==> src/pwg_params.svh <==
// constants for the peripheral write guard register block
//
// Notes on behaviour
// [RULE1] byte, halfword, word accesses, each atomic
// [RULE2] every byte lane individually writable and readable
// [RULE3] zero written to clear bit: no change
// [RULE4] one written to clear bit unprotects
// [RULE5] read 1 means protected, 0 unprotected
// [RULE6] clear register offset zero, reset value fixed
// [RULE7] fixed peripheral bit map, bits 1 to 19
// [RULE8] timer and serial bits behave the same
// [RULE9] set register sets bit, both views equal
// [RULE10] write to protected peripheral refused with error
// [RULE11] setting already protected bit gives error
// [RULE12] debugger writes bypass the protection
// [RULE13] unassigned bits ignore writes, read reset value
`ifndef PWG_PARAMS_SVH
`define PWG_PARAMS_SVH

// ----------------------------------------------------------------
// bus and register map
// ----------------------------------------------------------------
`define PWG_ADDR_W        12
`define PWG_OFF_B_CLEAR   12'h000
`define PWG_OFF_B_SET     12'h004
`define PWG_OFF_A_CLEAR   12'h008
`define PWG_OFF_A_SET     12'h00c

// ----------------------------------------------------------------
// reset values
// ----------------------------------------------------------------
`define PWG_B_RESET       32'h0080_0000
`define PWG_A_RESET       32'h0000_0000

// ----------------------------------------------------------------
// bit map, second bridge
// ----------------------------------------------------------------
`define PWG_BIT_TOUCH     19
`define PWG_BIT_DAC       18
`define PWG_BIT_COMP      17
`define PWG_BIT_ADC       16
`define PWG_BIT_TIMER_LO  8
`define PWG_NUM_TIMERS    8
`define PWG_BIT_SERIAL_LO 2
`define PWG_NUM_SERIAL    6
`define PWG_BIT_EVENT     1

// ----------------------------------------------------------------
// bit map, first bridge
// ----------------------------------------------------------------
`define PWG_BIT_CLKGEN    3
`define PWG_BIT_SYSCTL    2
`define PWG_BIT_PWRMGR    1

`endif

==> src/pwg_pkg.sv <==
// types shared by the peripheral write guard modules
package pwg_pkg;

   typedef logic [31:0] pwg_word_t;
   typedef logic [3:0]  pwg_strb_t;
   typedef logic [4:0]  pwg_index_t;

   typedef enum logic [2:0] {
      PWG_REG_NONE,
      PWG_REG_B_CLEAR,
      PWG_REG_B_SET,
      PWG_REG_A_CLEAR,
      PWG_REG_A_SET
   } pwg_reg_e;

endpackage

==> src/pwg_lane_mask.sv <==
// expands byte strobes into a bit mask
`timescale 1ns/1ps
`default_nettype none

module pwg_lane_mask
   import pwg_pkg::*;
(
   input  wire pwg_strb_t strb,
   output pwg_word_t      mask
);

   // each lane stands alone so byte and halfword writes touch only their bits
   always_comb
   begin
      for (int i = 0; i < 4; i++)
      begin
         mask[i*8 +: 8] = {8{strb[i]}}; // [RULE2]
      end
   end

endmodule

`default_nettype wire

==> src/pwg_access_check.sv <==
// judges one peripheral write against its protect bit
`timescale 1ns/1ps
`default_nettype none

module pwg_access_check
   import pwg_pkg::*;
(
   input  wire logic       clk,
   input  wire logic       rst_n,
   input  wire logic       req_valid,
   input  wire logic       req_write,
   input  wire logic       req_debug,
   input  wire pwg_index_t req_index,
   input  wire pwg_word_t  guard_vec,
   output logic            done_q,
   output logic            allow_q,
   output logic            error_q
);

   logic done_d;
   logic allow_d;
   logic error_d;
   logic blocked;

   always_comb
   begin
      // debugger traffic never meets the guard
      blocked = req_write && guard_vec[req_index] && !req_debug; // [RULE10] [RULE12]
      done_d  = req_valid;
      allow_d = req_valid && !blocked;
      error_d = req_valid && blocked; // [RULE10]
   end

   always_ff @(posedge clk or negedge rst_n)
   begin
      if (!rst_n)
      begin
         done_q  <= 1'b0;
         allow_q <= 1'b0;
         error_q <= 1'b0;
      end
      else
      begin
         done_q  <= done_d;
         allow_q <= allow_d;
         error_q <= error_d;
      end
   end

endmodule

`default_nettype wire

==> src/pwg_top.sv <==
// peripheral write guard: protect registers on apb and access check
//
// The implementer's own choice: register access over APB.
`include "pwg_params.svh"
`timescale 1ns/1ps
`default_nettype none

module pwg_top
   import pwg_pkg::*;
(
   input  wire logic                   pclk,
   input  wire logic                   presetn,
   input  wire logic                   psel,
   input  wire logic                   penable,
   input  wire logic                   pwrite,
   input  wire logic [`PWG_ADDR_W-1:0] paddr,
   input  wire pwg_word_t              pwdata,
   input  wire pwg_strb_t              pstrb,
   output pwg_word_t                   prdata,
   output logic                        pready,
   output logic                        pslverr,
   input  wire logic                   chk_valid,
   input  wire logic                   chk_write,
   input  wire logic                   chk_debug,
   input  wire logic                   chk_bank_b,
   input  wire pwg_index_t             chk_index,
   output logic                        chk_done,
   output logic                        chk_allow,
   output logic                        chk_error,
   output pwg_word_t                   guard_a,
   output pwg_word_t                   guard_b
);

   // ----------------------------------------------------------------
   // helpers
   // ----------------------------------------------------------------

   function automatic pwg_word_t valid_b();
      pwg_word_t m;
      m = '0;
      m[`PWG_BIT_TOUCH] = 1'b1;
      m[`PWG_BIT_DAC]   = 1'b1;
      m[`PWG_BIT_COMP]  = 1'b1;
      m[`PWG_BIT_ADC]   = 1'b1;
      for (int i = 0; i < `PWG_NUM_TIMERS; i++)
      begin
         m[`PWG_BIT_TIMER_LO + i] = 1'b1; // [RULE8]
      end
      for (int i = 0; i < `PWG_NUM_SERIAL; i++)
      begin
         m[`PWG_BIT_SERIAL_LO + i] = 1'b1; // [RULE8]
      end
      m[`PWG_BIT_EVENT] = 1'b1;
      return m; // [RULE7]
   endfunction

   function automatic pwg_word_t valid_a();
      pwg_word_t m;
      m = '0;
      m[`PWG_BIT_CLKGEN] = 1'b1;
      m[`PWG_BIT_SYSCTL] = 1'b1;
      m[`PWG_BIT_PWRMGR] = 1'b1;
      return m;
   endfunction

   function automatic pwg_reg_e decode(input logic [`PWG_ADDR_W-1:0] a);
      pwg_reg_e r;
      if (a == `PWG_OFF_B_CLEAR)
      begin
         r = PWG_REG_B_CLEAR; // [RULE6]
      end
      else if (a == `PWG_OFF_B_SET)
      begin
         r = PWG_REG_B_SET;
      end
      else if (a == `PWG_OFF_A_CLEAR)
      begin
         r = PWG_REG_A_CLEAR;
      end
      else if (a == `PWG_OFF_A_SET)
      begin
         r = PWG_REG_A_SET;
      end
      else
      begin
         r = PWG_REG_NONE;
      end
      return r;
   endfunction

   // only ones in enabled lanes at assigned bits act; zeros never do
   function automatic pwg_word_t apply(input pwg_word_t cur,
                                       input pwg_word_t wdata,
                                       input pwg_word_t lanes,
                                       input pwg_word_t valid,
                                       input logic      set_op);
      pwg_word_t hit;
      hit = wdata & lanes & valid; // [RULE3] [RULE13]
      if (set_op)
      begin
         return cur | hit; // [RULE9]
      end
      return cur & ~hit; // [RULE4]
   endfunction

   // ----------------------------------------------------------------
   // declarations
   // ----------------------------------------------------------------

   localparam pwg_word_t VALID_B = valid_b();
   localparam pwg_word_t VALID_A = valid_a();

   pwg_word_t lane_bits;
   pwg_reg_e  sel_reg;
   logic      setup;
   logic      commit;

   pwg_word_t guard_a_q;
   pwg_word_t guard_a_d;
   pwg_word_t guard_b_q;
   pwg_word_t guard_b_d;

   logic      pready_q;
   logic      pready_d;
   logic      pslverr_q;
   logic      pslverr_d;
   pwg_word_t prdata_q;
   pwg_word_t prdata_d;

   pwg_word_t chk_vec;

   // ----------------------------------------------------------------
   // lane decode
   // ----------------------------------------------------------------

   pwg_lane_mask u_lane
   (
      .strb (pstrb),
      .mask (lane_bits)
   );

   // ----------------------------------------------------------------
   // protect state
   // ----------------------------------------------------------------

   assign sel_reg = decode(paddr);
   assign setup   = psel && !penable;
   // the write lands only on the edge that also closes the transfer
   assign commit  = psel && penable && pready_q && pwrite;

   always_comb
   begin
      guard_a_d = guard_a_q;
      guard_b_d = guard_b_q;
      if (commit)
      begin
         // whole write in one edge, so no partial update is ever visible
         case (sel_reg)
            PWG_REG_B_CLEAR:
            begin
               guard_b_d = apply(guard_b_q, pwdata, lane_bits, VALID_B, 1'b0); // [RULE1] [RULE4]
            end
            PWG_REG_B_SET:
            begin
               guard_b_d = apply(guard_b_q, pwdata, lane_bits, VALID_B, 1'b1); // [RULE9]
            end
            PWG_REG_A_CLEAR:
            begin
               guard_a_d = apply(guard_a_q, pwdata, lane_bits, VALID_A, 1'b0);
            end
            PWG_REG_A_SET:
            begin
               guard_a_d = apply(guard_a_q, pwdata, lane_bits, VALID_A, 1'b1);
            end
            default:
            begin
               guard_a_d = guard_a_q;
            end
         endcase
      end
   end

   always_ff @(posedge pclk or negedge presetn)
   begin
      if (!presetn)
      begin
         guard_a_q <= `PWG_A_RESET;
         guard_b_q <= `PWG_B_RESET; // [RULE6]
      end
      else
      begin
         guard_a_q <= guard_a_d;
         guard_b_q <= guard_b_d;
      end
   end

   // ----------------------------------------------------------------
   // apb response
   // ----------------------------------------------------------------

   // one wait-free access phase: answer prepared during setup
   always_comb
   begin
      pready_d  = 1'b0;
      pslverr_d = 1'b0;
      prdata_d  = '0;
      if (setup)
      begin
         pready_d = 1'b1;
         case (sel_reg)
            PWG_REG_B_CLEAR,
            PWG_REG_B_SET:
            begin
               // both views show one stored vector
               prdata_d = pwrite ? '0 : guard_b_q; // [RULE5] [RULE9] [RULE13]
               if (pwrite && sel_reg == PWG_REG_B_SET)
               begin
                  pslverr_d = |(pwdata & lane_bits & VALID_B & guard_b_q); // [RULE11]
               end
            end
            PWG_REG_A_CLEAR,
            PWG_REG_A_SET:
            begin
               prdata_d = pwrite ? '0 : guard_a_q; // [RULE5]
               if (pwrite && sel_reg == PWG_REG_A_SET)
               begin
                  pslverr_d = |(pwdata & lane_bits & VALID_A & guard_a_q); // [RULE11]
               end
            end
            default:
            begin
               pslverr_d = 1'b1;
            end
         endcase
      end
   end

   always_ff @(posedge pclk or negedge presetn)
   begin
      if (!presetn)
      begin
         pready_q  <= 1'b0;
         pslverr_q <= 1'b0;
         prdata_q  <= '0;
      end
      else
      begin
         pready_q  <= pready_d;
         pslverr_q <= pslverr_d;
         prdata_q  <= prdata_d;
      end
   end

   assign pready  = pready_q;
   assign pslverr = pslverr_q;
   assign prdata  = prdata_q;
   assign guard_a = guard_a_q;
   assign guard_b = guard_b_q;

   // ----------------------------------------------------------------
   // peripheral access check
   // ----------------------------------------------------------------

   // judged on the vector as it stands, before any write in this cycle
   assign chk_vec = chk_bank_b ? guard_b_q : guard_a_q;

   pwg_access_check u_check
   (
      .clk       (pclk),
      .rst_n     (presetn),
      .req_valid (chk_valid),
      .req_write (chk_write),
      .req_debug (chk_debug),
      .req_index (chk_index),
      .guard_vec (chk_vec),
      .done_q    (chk_done),
      .allow_q   (chk_allow),
      .error_q   (chk_error) // [RULE10] [RULE12]
   );

endmodule

`default_nettype wire

==> config.mk <==
export PLATFORM = sky130hd
export DESIGN_NAME = pwg_top
export DESIGN_NICKNAME = d
export VERILOG_FILES = /design/src/pwg_pkg.sv /design/src/pwg_lane_mask.sv /design/src/pwg_access_check.sv /design/src/pwg_top.sv
export VERILOG_INCLUDE_DIRS = /design/src
export SDC_FILE = /design/constraint.sdc
export NUM_CORES = 1
export LEC_CHECK = 0
export BUFFER_PORTS_ARGS = -buffer_cell sky130_fd_sc_hd__buf_2
export CAP_MARGIN = 20
export CORE_UTILIZATION = 40
export DETAILED_ROUTE_END_ITERATION = 7
export PLACE_DENSITY_LB_ADDON = 0.2
export SLEW_MARGIN = 20
export SYNTH_ARGS = -nofsm -noshare
export SYNTH_HDL_FRONTEND = slang
export SYNTH_SLANG_ARGS = --single-unit
==> constraint.sdc <==
create_clock -name pclk -period 3.4 [get_ports pclk]
set_input_delay 0.85 -clock pclk [delete_from_list [all_inputs] [get_ports pclk]]
set_output_delay 0.85 -clock pclk [all_outputs]
set_load 0.02 [all_outputs]
==> impl_metrics.py <==
metrics = {
    "synth": {
        "yosysWarnings": 0,
        "synth_seq_cells": 47,
        "synth_cell_types": 43,
        "avgSynthCellArea_um2": 10.73,
        "ys.flop_type": "dfrtp_1",
        "synth-edff-count": 0,
        "synth-seq-area-share_pct": 41.50,
        "synthesis.area_um2": 2834,
        "synthArstFlopShare_pct": 100.0,
        "synthCells": 264,
    },
    "route": {
        "drc": 0,
        "drt-wirelength-per-cell_um": 14.13,
        "vias": 2078,
        "totalWireLength_um": 6357,
        "initialDrtViolationCount": 167,
        "postRouteAntennaNets": 0,
        "viasPerCell": 4.618,
        "drt_pass1_iterations": 4,
    },
    "power": {
        "pwr-share-clk_pct": 32.1,
        "combPwrFrac_pct": 14.1,
        "p_switching_w": 0.0003064,
        "power.static_leakage_nw": 1.733,
        "switching_share_pct": 29.28,
        "ir_drop_uv": 172.8,
        "power.density_nw_per_um2": 321.8,
        "p_int_w": 0.0007401,
        "pwr-share-seq_pct": 53.7,
    },
    "cts": {
        "cts_max_level": 2,
        "path_clk_slew_ps": 90,
        "root_buffer": "clkbuf_8",
        "post_cts_resized": 0,
        "cts.sinks": 47,
        "cts_buffers": 5,
        "cts_buffer_depth": 2,
        "post-cts-setup-buffers": 0,
        "cts_tree": "built",
        "insertion_delay_ps": 300,
        "cts_hold_buf": 0,
    },
    "setup_path": {
        "critPathMaxFanout": 21,
        "critPathKind": "in -> reg",
        "crit_arrival_ps": 2210,
        "worst_setup_path_end_kind": "register",
        "slowest_stage": "mux2_1",
        "required_ps": 3580,
        "worst-path-buf-inv": 2,
        "cpLargestDelayFamily": "simple AND/OR/NAND/NOR gates",
        "crit_chain": "buf_2 > nor4_4 > nand4_1 > buf_4 > nor3_2 > mux2_1",
        "rrSetupSlack_ps": 1790,
        "slowest_delay_ps": 340,
        "crit_cells": 6,
        "critPathLaunch": "paddr[11]",
        "start_kind": "primary input",
        "reg2reg_depth": 4,
        "reg2reg_to": "u_check.error_q",
    },
    "global_routing": {
        "antenna_found_initial": 0,
        "grt_start_max_net_pins": 48,
        "grt_pass1_vias": 1932,
        "grt_pass1_wl_um": 10030,
        "grt_use_total_pct": 17.62,
        "grt-ovfl-total": 0,
    },
    "sta": {
        "max_freq_mhz": 492.8,
        "worst_pin_slew_ps": 592.8,
        "finClkSkew_ps": 9.670,
        "setup_viol": 0,
        "rsz0062_at_grt": "false",
        "hold_violations": 0,
        "finalCritPeriodShare_pct": 59.68,
        "relSlewSlack_pct": 60.48,
        "drv_slew": 0,
        "tns_ps": 0,
        "fin_crit_ps": 2029,
        "fin_ws_ps": 1371,
    },
    "cells_and_area": {
        "final_cell_mix": "buf_2 (93), conb_1 (54), dfrtp_1 (47)",
        "layout_commonest_cell": "buf_2",
        "n_fill_cell": 693,
        "diodes": 0,
        "final_cell_area_um2": 3252,
        "nNetsFinal": 415,
        "area_growth_pct": 14.75,
        "drive_gt1_share_pct": 38.70,
    },
    "status": {
        "status": "complete, no violations",
    },
    "place": {
        "gp_congestion": 0.7992,
        "dp_hpwl_um": 4619,
        "pre_cts_slack_ps": 1047,
        "place_area_um2": 3164,
        "port_buffers": 94,
    },
    "floorplanning": {
        "core_um2": 6832,
        "ios": 163,
        "die_area_um2": 7425,
        "floorplan.initialDensity_pct": 41.48,
        "placementRows": 30,
        "fp.dieH_um": 86.17,
        "dieWidth_um": 86.17,
    },
    "worst_hold_path": {
        "hold_path_class": "in -> async",
    },
    "run": {
        "max_cap_viol_count": 0,
    },
}
-- cell families after synthesis --
| kind of cell | Yosys count | synth area share, % |
|---|---|---|
| flops | 47 | 41.50 |
| buf+inv | 72 | 17.53 |
| simple gates | 87 | 20.62 |
| other cells | 2 | 0.2650 |
| mux | 32 | 13.38 |
| compound gates | 24 | 6.711 |
-- cell type report --
| class | count | area, um^2 | share of cell area, % |
|---|---|---|---|
| clock inverter | 2 | 12.51 | 0.3848 |
| tap | 96 | 120.1 | 3.694 |
| clock buffer | 6 | 72.57 | 2.232 |
| multi-input combinational | 197 | 1356 | 41.71 |
| inverter | 5 | 18.77 | 0.5771 |
| sequential | 47 | 1176 | 36.17 |
| timing repair buffer | 97 | 495.5 | 15.24 |
-- worst min-delay path by stage --
stage / start / end / cells after the start
final: presetn / prdata[23] / 1
after global routing: register / prdata[16] / 1
after CTS: register / prdata[16] / 1
after floorplan: presetn / asynchronous set/reset pin / 0
after detailed placement: register / prdata[16] / 1
after global placement: register / prdata[16] / 1
-- cells in the mapped netlist, types with 3 or more instances --
library cell | n | share of area [%]
a222oi_1 | 3 | 1.1
a22oi_1 | 6 | 1.6
and2_1 | 16 | 3.5
buf_2 | 4 | 0.71
buf_4 | 55 | 15
clkbuf_1 | 6 | 0.79
dfrtp_1 | 47 | 42
inv_1 | 5 | 0.66
mux2_1 | 17 | 6.8
mux2_2 | 7 | 2.8
mux2i_1 | 6 | 2.1
nand2_1 | 21 | 2.8
nand3_1 | 6 | 1.1
nor2_1 | 7 | 0.93
nor3_2 | 20 | 7.1
-- power groups by stage --
| stage | clock (W) | combinational [W] | sequential [W] |
|---|---|---|---|
| final | 0.000336 | 0.000148 | 0.000562 |
| after global routing | 0.000376 | 0.000164 | 0.000563 |
| after CTS | 0.000350 | 0.000148 | 0.000562 |
| after detailed placement | 0 | 0.000148 | 0.000574 |
| after global placement | 0 | 0.000146 | 0.000573 |
| after floorplan | 0 | 0.000135 | 0.000578 |
-- metrics by stage --
step	hold WS [ps]	power (W)	instances	utilization (%)
2_1_floorplan	554.4	0.0007130	316	-
3_3_place_gp	537.1	0.0007198	442	46.32
3_5_place_dp	547.9	0.0007211	442	46.32
4_1_cts	568.4	0.001060	450	47.56
5_1_grt	587.1	0.001102	450	47.60
6_report	548.1	0.001047	450	47.60
-- layer usage --
layer  global-route usage [%]  wire [um]  up-vias
met1                    24.39       2916      996
li1                         -          -      990
met3                    3.524        359        6
met2                    27.85       2999       86
met4                    5.455         81        0
met5                        0          0        -
Note: power is estimated with default switching activity, not from simulation.
